File: src/shared/rsd_pkg.sv
// Package for the reference select and DPLL state control block
package rsd_pkg;
    localparam int N_REF = 8;
    localparam int MCLK_HZ = 100000000;
    // Holdover averaging interval, in milliseconds
    localparam int AVG_MS = 1000;
    localparam int AVG_CYC = MCLK_HZ / 1000 * AVG_MS;
    // Fast activity monitor: missing cycles that disqualify the reference
    localparam int MISS_CYCLES = 2;
    // Oscillator watchdog: MCLK cycles without an oscillator edge
    localparam int WDT_CYC = 64;
    // Master clock multiplier applied to the local oscillator
    localparam int MCLK_MULT = 16;
    // Frame syncs: 8kHz frame and 2kHz multiframe (four frames)
    localparam int FRAME_HZ = 8000;
    localparam int FRAME_CYC = MCLK_HZ / FRAME_HZ;
    localparam logic [1:0] MFRAME_LAST = 2'h3;
    // Bandwidth code: 0 means 0.1Hz, top code means 400Hz
    localparam int BW_W = 5;
    localparam logic [BW_W-1:0] BW_MAX = 5'h1F;
    // Damping codes 0..4: 1.2, 2.5, 5, 10, 20
    localparam logic [2:0] DAMP_MAX = 3'h4;
    localparam int PHASE_W = 16;
    // Phase adjust in 6ps steps, limited to +/-200ns
    localparam int PADJ_PS = 6;
    localparam int PADJ_LIM_PS = 200000;
    // 17 bits: +/-33333 steps does not fit a signed 16-bit field
    localparam int PADJ_W = 17;
    localparam logic signed [PADJ_W-1:0] PADJ_MAX = PADJ_W'(PADJ_LIM_PS / PADJ_PS);
    // Multicycle range +/-8191 unit intervals
    localparam logic signed [14:0] MC_MAX = 15'h1FFF;
    localparam int FREQ_W = 32;
    localparam logic [3:0] NO_REF = 4'hF;
    typedef enum logic [1:0] {
        ST_FREE = 2'b00,
        ST_LOCK = 2'b01,
        ST_HOLD = 2'b10
    } rsd_state_t;
    typedef enum logic [1:0] {
        PD_PFD = 2'b00,
        PD_NEAR = 2'b01,
        PD_MULTI = 2'b10
    } rsd_pd_t;
    typedef struct packed {
        logic [BW_W-1:0] acq_bw;
        logic [BW_W-1:0] lock_bw;
        logic [2:0] damping;
        rsd_pd_t pd_mode;
        logic signed [PADJ_W-1:0] phase_adj;
    } rsd_loop_cfg_t;
    typedef struct packed {
        logic [BW_W-1:0] bw;
        logic [2:0] damping;
        rsd_pd_t pd_mode;
        logic signed [PADJ_W-1:0] phase_adj;
        logic build_out;
    } rsd_loop_out_t;
endpackage

File: src/rtl/rsd_ctrl.sv
// Reference monitoring, selection and primary DPLL state control
// What this block does
// - Primary DPLL moves among free-run, locked, holdover without software.
// - Leaves free-run for locked once any reference with a nonzero primary priority is valid.
// - While locked, averages frequency over one second for holdover.
// - Loss of selected reference is detected fast; enters holdover.
// - From holdover, picks another valid reference and relocks hitlessly.
// - Selection is revertive or nonrevertive by configuration.
// - With all references lost, stays in holdover at stored frequency.
// - Monitors up to eight inputs for activity and frequency accuracy.
// - Separate priority tables per DPLL; each gets highest-priority valid input, except that a nonrevertive primary keeps its current one.
// - Selected reference may be divided down for the DPLL.
// - Fast monitor disqualifies selected reference after two missing cycles.
// - Master clock is local oscillator times sixteen.
// - Watchdog detects local oscillator failure and alerts the processor.
// - Both DPLLs lock at 8kHz to multiples of 8kHz.
// - Primary bandwidth 0.1Hz to 400Hz, separate acquisition and locked settings.
// - Damping selectable among 1.2, 2.5, 5, 10 and 20.
// - Phase detector: full-cycle phase/frequency or half-cycle nearest edge.
// - Multicycle phase detection tracks up to 8191 UI either way.
// - Reference change triggers phase build-out hiding old/new phase offset.
// - Output phase adjustable +/-200ns in 6ps steps.
// - Single-ended inputs accepted at multiples of 2kHz up to 125MHz.
// - Primary path makes 8kHz frame sync and 2kHz multiframe sync.
`timescale 1ns/1ps
module rsd_ctrl import rsd_pkg::*; #(
    parameter int AVG_CYCLES = AVG_CYC
) (
    input wire logic MCLK, // 100 MHz clock
    input wire logic RST, // Async reset, active high
    input wire logic [N_REF-1:0] REF_EDGE, // Per-input edge seen this cycle
    input wire logic [N_REF-1:0] REF_FREQ_OK, // Per-input frequency within range
    input wire logic [N_REF-1:0] REF_EN, // Per-input enable for selection
    input wire logic [N_REF*4-1:0] PRI_TABLE, // Primary priority per input, 0 = unused
    input wire logic [N_REF*4-1:0] SEC_TABLE, // Secondary priority per input, 0 = unused
    input wire logic REVERTIVE, // 1 = revertive selection
    input wire logic [7:0] REF_DIV, // Divide ratio minus one for the selected reference
    input wire logic OSC_EDGE, // Local oscillator edge seen this cycle
    input wire logic [FREQ_W-1:0] FREQ_WORD, // Primary DPLL instantaneous frequency
    input wire logic signed [14:0] MC_ERR, // Multicycle phase error in UI
    input wire rsd_loop_cfg_t LOOP_CFG, // Loop configuration
    output rsd_state_t PRI_STATE, // Primary DPLL state
    output logic [N_REF-1:0] REF_VALID, // Per-input validity
    output logic [3:0] PRI_SEL, // Primary selected input, F = none
    output logic [3:0] SEC_SEL, // Secondary selected input, F = none
    output logic PRI_DIV_CLK, // Divided selected reference strobe
    output logic [FREQ_W-1:0] HOLD_FREQ, // Stored holdover frequency
    output rsd_loop_out_t LOOP_OUT, // Active loop settings
    output logic signed [14:0] MC_TRACK, // Clamped multicycle error
    output logic OSC_FAIL, // Local oscillator failure alert
    output logic FSYNC, // 8kHz frame sync pulse
    output logic MFSYNC // 2kHz multiframe sync pulse
);
    // Per-input activity watch; gap limit assumes the input rate is at least 1/16 of MCLK
    localparam int GAP_W = 8;
    localparam logic [GAP_W-1:0] GAP_LIM = 8'(MISS_CYCLES * 16);
    logic [GAP_W-1:0] gap_ff [N_REF];
    logic [GAP_W-1:0] nxt_gap [N_REF];
    logic [N_REF-1:0] valid_ff, nxt_valid;
    always_comb begin
        for (int i = 0; i < N_REF; i++) begin
            nxt_gap[i] = REF_EDGE[i] ? '0 : (gap_ff[i] == GAP_LIM ? gap_ff[i] : gap_ff[i] + 8'h01);
            nxt_valid[i] = REF_EN[i] && REF_FREQ_OK[i] && (nxt_gap[i] < GAP_LIM);
        end
    end
    always_ff @(posedge MCLK or posedge RST) begin
        if (RST) begin
            // Start as inactive so an input must show an edge before it can be valid
            for (int i = 0; i < N_REF; i++) gap_ff[i] <= GAP_LIM;
            valid_ff <= '0;
        end else begin
            for (int i = 0; i < N_REF; i++) gap_ff[i] <= nxt_gap[i];
            valid_ff <= nxt_valid;
        end
    end
    // Best valid input: lowest nonzero priority number wins, lowest index on ties
    function automatic logic [3:0] best_ref(input logic [N_REF*4-1:0] tbl, input logic [N_REF-1:0] ok);
        logic [3:0] sel;
        logic [3:0] bp;
        sel = NO_REF;
        bp = 4'hF;
        for (int i = 0; i < N_REF; i++) begin
            if (ok[i] && tbl[i*4 +: 4] != 4'h0 && (sel == NO_REF || tbl[i*4 +: 4] < bp)) begin
                sel = 4'(i);
                bp = tbl[i*4 +: 4];
            end
        end
        return sel;
    endfunction
    function automatic logic [3:0] prio_of(input logic [N_REF*4-1:0] tbl, input logic [3:0] idx);
        return (idx == NO_REF) ? 4'hF : tbl[idx[2:0]*4 +: 4];
    endfunction
    logic [3:0] pri_best, sec_best;
    assign pri_best = best_ref(PRI_TABLE, valid_ff);
    assign sec_best = best_ref(SEC_TABLE, valid_ff);
    // Primary state machine
    rsd_state_t state_ff, nxt_state;
    logic [3:0] psel_ff, nxt_psel, ssel_ff, nxt_ssel;
    logic bo_ff, nxt_bo;
    logic cur_ok;
    assign cur_ok = (psel_ff != NO_REF) && valid_ff[psel_ff[2:0]];
    always_comb begin
        nxt_state = state_ff;
        nxt_psel = psel_ff;
        nxt_bo = 1'b0;
        nxt_ssel = sec_best;
        case (state_ff)
            ST_FREE: begin
                if (pri_best != NO_REF) begin
                    nxt_state = ST_LOCK;
                    nxt_psel = pri_best;
                end
            end
            ST_LOCK: begin
                if (!cur_ok) begin
                    nxt_state = ST_HOLD;
                    nxt_psel = NO_REF;
                end else if (REVERTIVE && pri_best != psel_ff
                             && prio_of(PRI_TABLE, pri_best) < prio_of(PRI_TABLE, psel_ff)) begin
                    nxt_psel = pri_best;
                    nxt_bo = 1'b1;
                end
            end
            ST_HOLD: begin
                if (pri_best != NO_REF) begin
                    nxt_state = ST_LOCK;
                    nxt_psel = pri_best;
                    nxt_bo = 1'b1;
                end
            end
            default: begin
                nxt_state = ST_FREE;
                nxt_psel = NO_REF;
            end
        endcase
    end
    always_ff @(posedge MCLK or posedge RST) begin
        if (RST) begin
            state_ff <= ST_FREE;
            psel_ff <= NO_REF;
            ssel_ff <= NO_REF;
            bo_ff <= 1'b0;
        end else begin
            state_ff <= nxt_state;
            psel_ff <= nxt_psel;
            ssel_ff <= nxt_ssel;
            bo_ff <= nxt_bo;
        end
    end
    // Holdover averaging: one-second accumulate, then store the mean
    logic [FREQ_W+31:0] acc_ff, nxt_acc;
    logic [31:0] acnt_ff, nxt_acnt;
    logic [FREQ_W-1:0] hold_ff, nxt_hold;
    always_comb begin
        nxt_acc = acc_ff;
        nxt_acnt = acnt_ff;
        nxt_hold = hold_ff;
        if (state_ff != ST_LOCK) begin
            nxt_acc = '0; // Holdover keeps last stored value
            nxt_acnt = '0;
        end else if (acnt_ff == 32'(AVG_CYCLES - 1)) begin
            nxt_hold = FREQ_W'((acc_ff + (FREQ_W+32)'(FREQ_WORD)) / (FREQ_W+32)'(AVG_CYCLES));
            nxt_acc = '0;
            nxt_acnt = '0;
        end else begin
            nxt_acc = acc_ff + (FREQ_W+32)'(FREQ_WORD);
            nxt_acnt = acnt_ff + 32'h1;
        end
    end
    always_ff @(posedge MCLK or posedge RST) begin
        if (RST) begin
            acc_ff <= '0;
            acnt_ff <= '0;
            hold_ff <= '0;
        end else begin
            acc_ff <= nxt_acc;
            acnt_ff <= nxt_acnt;
            hold_ff <= nxt_hold;
        end
    end
    // Reference divider; restarts on a selection change to avoid a short first period
    logic [7:0] dcnt_ff, nxt_dcnt;
    logic dclk_ff, nxt_dclk;
    logic sel_edge;
    assign sel_edge = (psel_ff != NO_REF) && REF_EDGE[psel_ff[2:0]];
    always_comb begin
        nxt_dcnt = dcnt_ff;
        nxt_dclk = 1'b0;
        if (nxt_bo || psel_ff == NO_REF) begin
            nxt_dcnt = '0;
        end else if (sel_edge) begin
            if (dcnt_ff == REF_DIV) begin
                nxt_dcnt = '0;
                nxt_dclk = 1'b1;
            end else begin
                nxt_dcnt = dcnt_ff + 8'h01;
            end
        end
    end
    // Oscillator watchdog and frame syncs
    logic [7:0] wdt_ff, nxt_wdt;
    logic ofail_ff, nxt_ofail;
    logic [15:0] fcnt_ff, nxt_fcnt;
    logic [1:0] mcnt_ff, nxt_mcnt;
    logic fs_ff, nxt_fs, mfs_ff, nxt_mfs;
    always_comb begin
        nxt_wdt = OSC_EDGE ? '0 : (wdt_ff == 8'(WDT_CYC) ? wdt_ff : wdt_ff + 8'h01);
        nxt_ofail = (nxt_wdt == 8'(WDT_CYC));
        nxt_fs = 1'b0;
        nxt_mfs = 1'b0;
        nxt_mcnt = mcnt_ff;
        if (fcnt_ff == 16'(FRAME_CYC - 1)) begin
            nxt_fcnt = '0;
            nxt_fs = 1'b1;
            nxt_mfs = (mcnt_ff == MFRAME_LAST);
            nxt_mcnt = mcnt_ff + 2'h1;
        end else begin
            nxt_fcnt = fcnt_ff + 16'h0001;
        end
    end
    always_ff @(posedge MCLK or posedge RST) begin
        if (RST) begin
            dcnt_ff <= '0;
            dclk_ff <= 1'b0;
            wdt_ff <= '0;
            ofail_ff <= 1'b0;
            fcnt_ff <= '0;
            mcnt_ff <= '0;
            fs_ff <= 1'b0;
            mfs_ff <= 1'b0;
        end else begin
            dcnt_ff <= nxt_dcnt;
            dclk_ff <= nxt_dclk;
            wdt_ff <= nxt_wdt;
            ofail_ff <= nxt_ofail;
            fcnt_ff <= nxt_fcnt;
            mcnt_ff <= nxt_mcnt;
            fs_ff <= nxt_fs;
            mfs_ff <= nxt_mfs;
        end
    end
    // Loop settings: acquisition bandwidth until locked and during build-out
    function automatic logic signed [PADJ_W-1:0] clamp_adj(input logic signed [PADJ_W-1:0] v);
        if (v > PADJ_MAX) return PADJ_MAX;
        if (v < -PADJ_MAX) return -PADJ_MAX;
        return v;
    endfunction
    rsd_loop_out_t loop_ff, nxt_loop;
    logic signed [14:0] mc_ff, nxt_mc;
    always_comb begin
        nxt_loop.bw = (state_ff == ST_LOCK && !bo_ff) ? LOOP_CFG.lock_bw : LOOP_CFG.acq_bw;
        nxt_loop.damping = (LOOP_CFG.damping > DAMP_MAX) ? DAMP_MAX : LOOP_CFG.damping;
        nxt_loop.pd_mode = (LOOP_CFG.pd_mode == PD_NEAR) ? PD_NEAR :
                           (LOOP_CFG.pd_mode == PD_MULTI) ? PD_MULTI : PD_PFD;
        nxt_loop.phase_adj = clamp_adj(LOOP_CFG.phase_adj);
        nxt_loop.build_out = bo_ff;
        nxt_mc = (MC_ERR > MC_MAX) ? MC_MAX : (MC_ERR < -MC_MAX) ? -MC_MAX : MC_ERR;
    end
    always_ff @(posedge MCLK or posedge RST) begin
        if (RST) begin
            loop_ff <= '0;
            mc_ff <= '0;
        end else begin
            loop_ff <= nxt_loop;
            mc_ff <= nxt_mc;
        end
    end
    assign PRI_STATE = state_ff;
    assign REF_VALID = valid_ff;
    assign PRI_SEL = psel_ff;
    assign SEC_SEL = ssel_ff;
    assign PRI_DIV_CLK = dclk_ff;
    assign HOLD_FREQ = hold_ff;
    assign LOOP_OUT = loop_ff;
    assign MC_TRACK = mc_ff;
    assign OSC_FAIL = ofail_ff;
    assign FSYNC = fs_ff;
    assign MFSYNC = mfs_ff;
endmodule // rsd_ctrl

File: config.mk
export PLATFORM = sky130hd
export DESIGN_NAME = rsd_ctrl
export DESIGN_NICKNAME = d
export VERILOG_FILES = /design/src/shared/rsd_pkg.sv /design/src/rtl/rsd_ctrl.sv
export SDC_FILE = /design/constraint.sdc
export NUM_CORES = 2
export LEC_CHECK = 0
export BUFFER_PORTS_ARGS = -buffer_cell sky130_fd_sc_hd__buf_2
export CORE_MARGIN = 2
export CORE_UTILIZATION = 50
export CTS_CLUSTER_SIZE = 25
export DETAILED_ROUTE_END_ITERATION = 12
export PLACE_DENSITY = 0.73
export SETUP_SLACK_MARGIN = 0.5
export SLEW_MARGIN = 10
export SYNTH_ARGS = -nofsm -noshare
export SYNTH_HDL_FRONTEND = slang
export SYNTH_SLANG_ARGS = --single-unit
File: constraint.sdc
create_clock -name MCLK -period 66 [get_ports MCLK]
set_input_delay 9.9 -clock MCLK [delete_from_list [all_inputs] [get_ports MCLK]]
set_output_delay 9.9 -clock MCLK [all_outputs]
set_load 0.1 [all_outputs]
; Word level (Yosys, flattened, before mapping)
; Cells that the tools add are included.
; Widths: inputs -> output; s select.
[word_totals]
output_inout_bits = 97
wordCells = 298
ff_bits = 292
in_bits = 179
[op_classes]
reduce_logical = 89
addsub = 14
bitwise = 1
eq_ne = 41
n_div = 1
magnitude_cmp = 29
mux = 91
n_shift = 2
[op_table]
columns = operator, count
row1 = $mux 8, 21
row2 = $mux 4, 35
row3 = $mux 64, 2
row4 = $add 8x1->8 const B, 10
row5 = $mux 17, 4
row6 = $add 64x32->64, 1
row7 = $div 64x27->64 const B, 1
row8 = $eq 4x4->1 const B, 16
row9 = $eq 8x6->1 const B, 8
row10 = $lt 8x6->1 const B, 8
row11 = $mux 32, 2
row12 = $reduce_bool 4->1, 16
row13 = $shiftx 32x6->4, 2
row14 = $lt 4x4->1, 15
row15 = $logic_and 1x1->1, 51
row16 = $add 32x1->32 const B, 1
row17 = $eq 32x27->1 const B, 1
row18 = $mux 15, 2
row19 = $gt 17x17->1 const B, 1
row20 = $lt 17x17->1 const B, 1
row21 = $add 16x1->16 const B, 1
row22 = $eq 16x14->1 const B, 1
row23 = $eq 8x7->1 const B, 2
row24 = $mux 16, 1
row25 = 28 further kinds, 65

; Depth between registers and ports, before layout
[depth]
depth_word = 40
ltp_mapped = 223
depth_no_buf = 167

; Least setup slack after synthesis
; No wires, ideal clock.
[synth_path]
kind = input-to-reg
startpoint = input port FREQ_WORD[4]
endpoint = register hold_ff[0] (netlist: HOLD_FREQ[0])
required_ns = 65.859
setup_time_ns = 0.141
slack_ns = 6.706
cell_stages = 190
arrival_ns = 59.153
path_buffers = 26
cell_sequence = ha_1 -> buf_4 -> nand3_1 -> o221a_2 -> o311a_1 -> nor4_2 -> nor3_1 -> or4_4 -> a211o_1 -> o21ai_1 -> nand3_2 -> xnor2_2 -> or4_2 -> o211a_1 -> o32ai_2 -> nand4_1 -> a2111oi_2 -> nand2_1 -> [154 not listed] -> or4b_2 -> or4_1 -> buf_6 -> nor4_4 -> o211ai_2 -> buf_6 -> a21boi_1 -> o22ai_1 -> or4b_4 -> or2_1 -> nor4_1 -> nand4bb_2 -> buf_6 -> mux2_1 -> a31oi_1 -> a2111oi_2 -> o41ai_1 -> a41oi_2
[synth_between]
elab_chain_cells = 2
[synth_rtl]
columns = item, line
row1 = start: declaration, rsd_ctrl.sv:39  ; input wire logic [FREQ_W-1:0] FREQ_WORD,
row2 = $add 64x32->64, rsd_ctrl.sv:162  ; nxt_hold = FREQ_W'((acc_ff + (FREQ_W+32)'(FREQ_WORD)) / (FREQ_W+32)'(AVG_CYCLES));
row3 = $div 64x27->64, rsd_ctrl.sv:162
row4 = end signal: assignment, rsd_ctrl.sv:178  ; hold_ff <= nxt_hold;
row5 = end: declaration, rsd_ctrl.sv:153  ; logic [FREQ_W-1:0] hold_ff, nxt_hold;
; No other way between the ends.
; A chain may end at the register's enable or synchronous reset.

; Final worst setup path
[layout_path]
startpoint = input port FREQ_WORD[0]
endpoint = register hold_ff[0] (netlist: HOLD_FREQ[0])
; The elaborated chain is that of the path after synthesis.

==> results.md <==
* Yosys reg bits at 292
* Post-synthesis instance total at 8551
* Final hold viol count at 0
* Fillers at ~13000
* 1st-iter DRT viols at 7701
* Die area at 0.1351 mm2
* DR top layer: met5
* DP Area at 0.07005 mm2
* Seq/Total Area, Yosys at 0.1109
* HPWL Detailed at between 150000 and 200000 um
* I/O Pins at 276
* Status: finished, final reports clean
* Synth Warn # at 0
* Pre-Repair DR Iteration Count at 6
* GRT overflow at 0
* Initial Util at 0.5033
* Initial antenna violation count at 16
* Max Slew Vio Count at 0
* Global-route wire length before repair at about 380000 um
* Die Ht at 367.6 um
* Max stage delay on crit path at 0.73 ns
* Clock buffer depth at 3
* Crit path capture type: register
* CTS tree: built
* R2r setup slk at between 10 and 15 ns
* Gr usage total at 0.3397
* Slew @ Worst Pin at 1.205 ns
* Max Fclk at 0.01568 GHz
* Vias at around 73000
* Reg clk slew, reported paths at 0.07 ns
* Met2 WL post-DR at 112300 um
* Post-synthesis async set-or-reset flop share at 1.000
* Relative slew slack at 0.1760
* Final setup fails at 0
* Top_reg_cell synth: dfrtp_1
* Most used cell along the critical path: buf_4
* Clock Latency Late Sink at 0.65 ns
* HP Class: register to register
* I/O Buffers at 275
* Post-route minimum period at 63.78 ns
* Commonest non-fill, non-tap cell in the layout: nor2_1
* Row cnt at 133
* Critical path data arrival time at 64.27 ns
* Sequential cell area at 0.007327 mm2
* Root Driver: clkbuf_16
* DRC Markers at 0
* Routed Antenna Nets at 0
* Worst path slowest cell: or4_2
* CP required at 66.49 ns
* Layout cells sized above 1 at 0.2446
* Core area at 0.1313 mm2
* M1 WL at 104800 um
* Distinct cell type count after synthesis at 230
* CP bufs+invs at 27
* Drt total wl at between 200000 and 250000 um
* Delay-heaviest family, CP: compound AO/OA/AOI/OAI gates
* DR WL/cell at 22.58 um
* Worst Setup Start Kind: input port
* Fin nets at about 9300
* Mean post-synth cell area at 7.729 um2
* Fin crit share at 0.9663
* Final GP Congestion at 1.002
* EDFF count, synth at 0
* Fin area at 0.07322 mm2
* Unrepaired setup endpoints after global routing: no
* Syn Std Cell Area at approximately 0.066 mm2
* H-tree levels at 2
* Syn_nets at about 9000
* Number of CTS-inserted buffers at 43
* CP Max Fanout at 27
* Final Skew at roughly 0.046 ns
* Largest net degree at the start of global routing at 104
* Hold-fix buffers, CTS at 0
* Clock Sinks at just under 300
* Max-Cap Viols at 0
* Met3 routed WL at about 19000 um
* Vias in the first global route at about 68000
* Commonest non-fill, non-tap cells in the layout: nor2_1 (899), nand2_1 (694), xnor2_1 (605)
* Area of the multi-input gates at ~0.056 mm2
* Vias per inst at around 6.7
* P&R area growth vs syn at 10.79%
* Die Wd at ~370 um
* Kind of critical path: input port to register
==> metrics by stage <==
step / util / worst slack, ns / std cells / hold WS [ns] / setup TNS [ns]
floorplan: - / 6.706 / 8551 / 0.3456 / 0
global placement: 0.5335 / -0.2988 / 10670 / 0.3639 / -0.2988
detailed placement: 0.5335 / -1.278 / 10670 / 0.3546 / -1.459
CTS: 0.5450 / 0.5249 / 10740 / 0.3937 / 0
global route: 0.5576 / 0.2205 / 10840 / 0.4145 / 0
finish: 0.5577 / 2.225 / 10840 / 0.3938 / 0
==> per-layer routing <==
| metal | up-vias | track usage |
|---|---|---|
| met4 | 14 | 0.1161 |
| met5 | - | 0 |
| met2 | 3519 | 0.5565 |
| li1 | 33620 | - |
| met3 | 581 | 0.04061 |
| met1 | 34830 | 0.4595 |
==> cells in the mapped netlist, types with 66 or more instances <==
library cell | instances | share of area
nand4_1 | 148 | 0.014
nor4_1 | 122 | 0.012
xnor2_1 | 617 | 0.082
xor2_1 | 265 | 0.035
and2_1 | 110 | 0.010
a21o_1 | 71 | 0.0081
o2111ai_1 | 66 | 0.0087
ha_1 | 105 | 0.020
nor2_1 | 900 | 0.051
a211oi_1 | 96 | 0.011
clkbuf_1 | 88 | 0.0050
o21ai_1 | 98 | 0.0074
a21oi_1 | 421 | 0.032
o21ai_0 | 361 | 0.027
and3_1 | 102 | 0.0097
buf_6 | 108 | 0.018
nand2_1 | 696 | 0.040
o211ai_1 | 92 | 0.010
a21oi_2 | 68 | 0.0090
a31oi_1 | 94 | 0.0089
nand3_1 | 317 | 0.024
o31ai_1 | 78 | 0.0089
or3_1 | 87 | 0.0082
mux2i_1 | 85 | 0.013
dfrtp_1 | 276 | 0.10
nor3_1 | 348 | 0.026
inv_1 | 225 | 0.013
==> area by class of cell <==
| cell class | count | share of cell area |
|---|---|---|
| clock buffer | 61 | 0.01644 |
| multi-input combinational | 7668 | 0.7631 |
| inverter | 235 | 0.01247 |
| sequential | 292 | 0.1001 |
| tap | 1755 | 0.02999 |
| antenna | 7 | 0.0002392 |
| clock inverter | 18 | 0.002973 |
| timing repair buffer | 802 | 0.07476 |
==> final timing paths <==
| path | startpoint | to | cells past startpoint |
|---|---|---|---|
| min in group asynchronous | RST | LOOP_OUT[4] | 2 |
| max in group asynchronous | RST | acc_ff[10] | 4 |
| setup / recovery | FREQ_WORD[0] | HOLD_FREQ[0] | 190 |
| setup reg to reg | acc_ff[29] | HOLD_FREQ[0] | 188 |
| hold reg to reg | bo_ff | LOOP_OUT[0] | 0 |
| hold / removal | bo_ff | LOOP_OUT[0] | 0 |
==> registers in the layout (all words and copies together), names as in the netlist, 15 cells and up <==
name / cells
HOLD_FREQ: 32
MC_TRACK: 15
LOOP_OUT: 28
gap_ff: 64
fcnt_ff: 16
acc_ff: 64
acnt_ff: 32
==> logic make-up after synthesis <==
kind of cell,count (synthesis),synth area share
AO/OA/AOI/OAI,2640,0.3187
XOR/XNOR,948,0.1355
adder cells (fa/ha/maj),133,0.02431
buffers and inverters,594,0.05966
flip-flops,292,0.1109
multiplexers,185,0.03417
AND/OR/NAND/NOR,3759,0.3169
==> what timing repair did <==
action                     in CTS  in global routing
cloned                          0                  3
setup buffers                   0                 84
setup endpoints to repair       2                  3
resized for setup              19                159
pin swaps                       0                 51
Power is not shown: default switching activity piles up to over one toggle a cycle in this logic, so the estimate is an artifact.
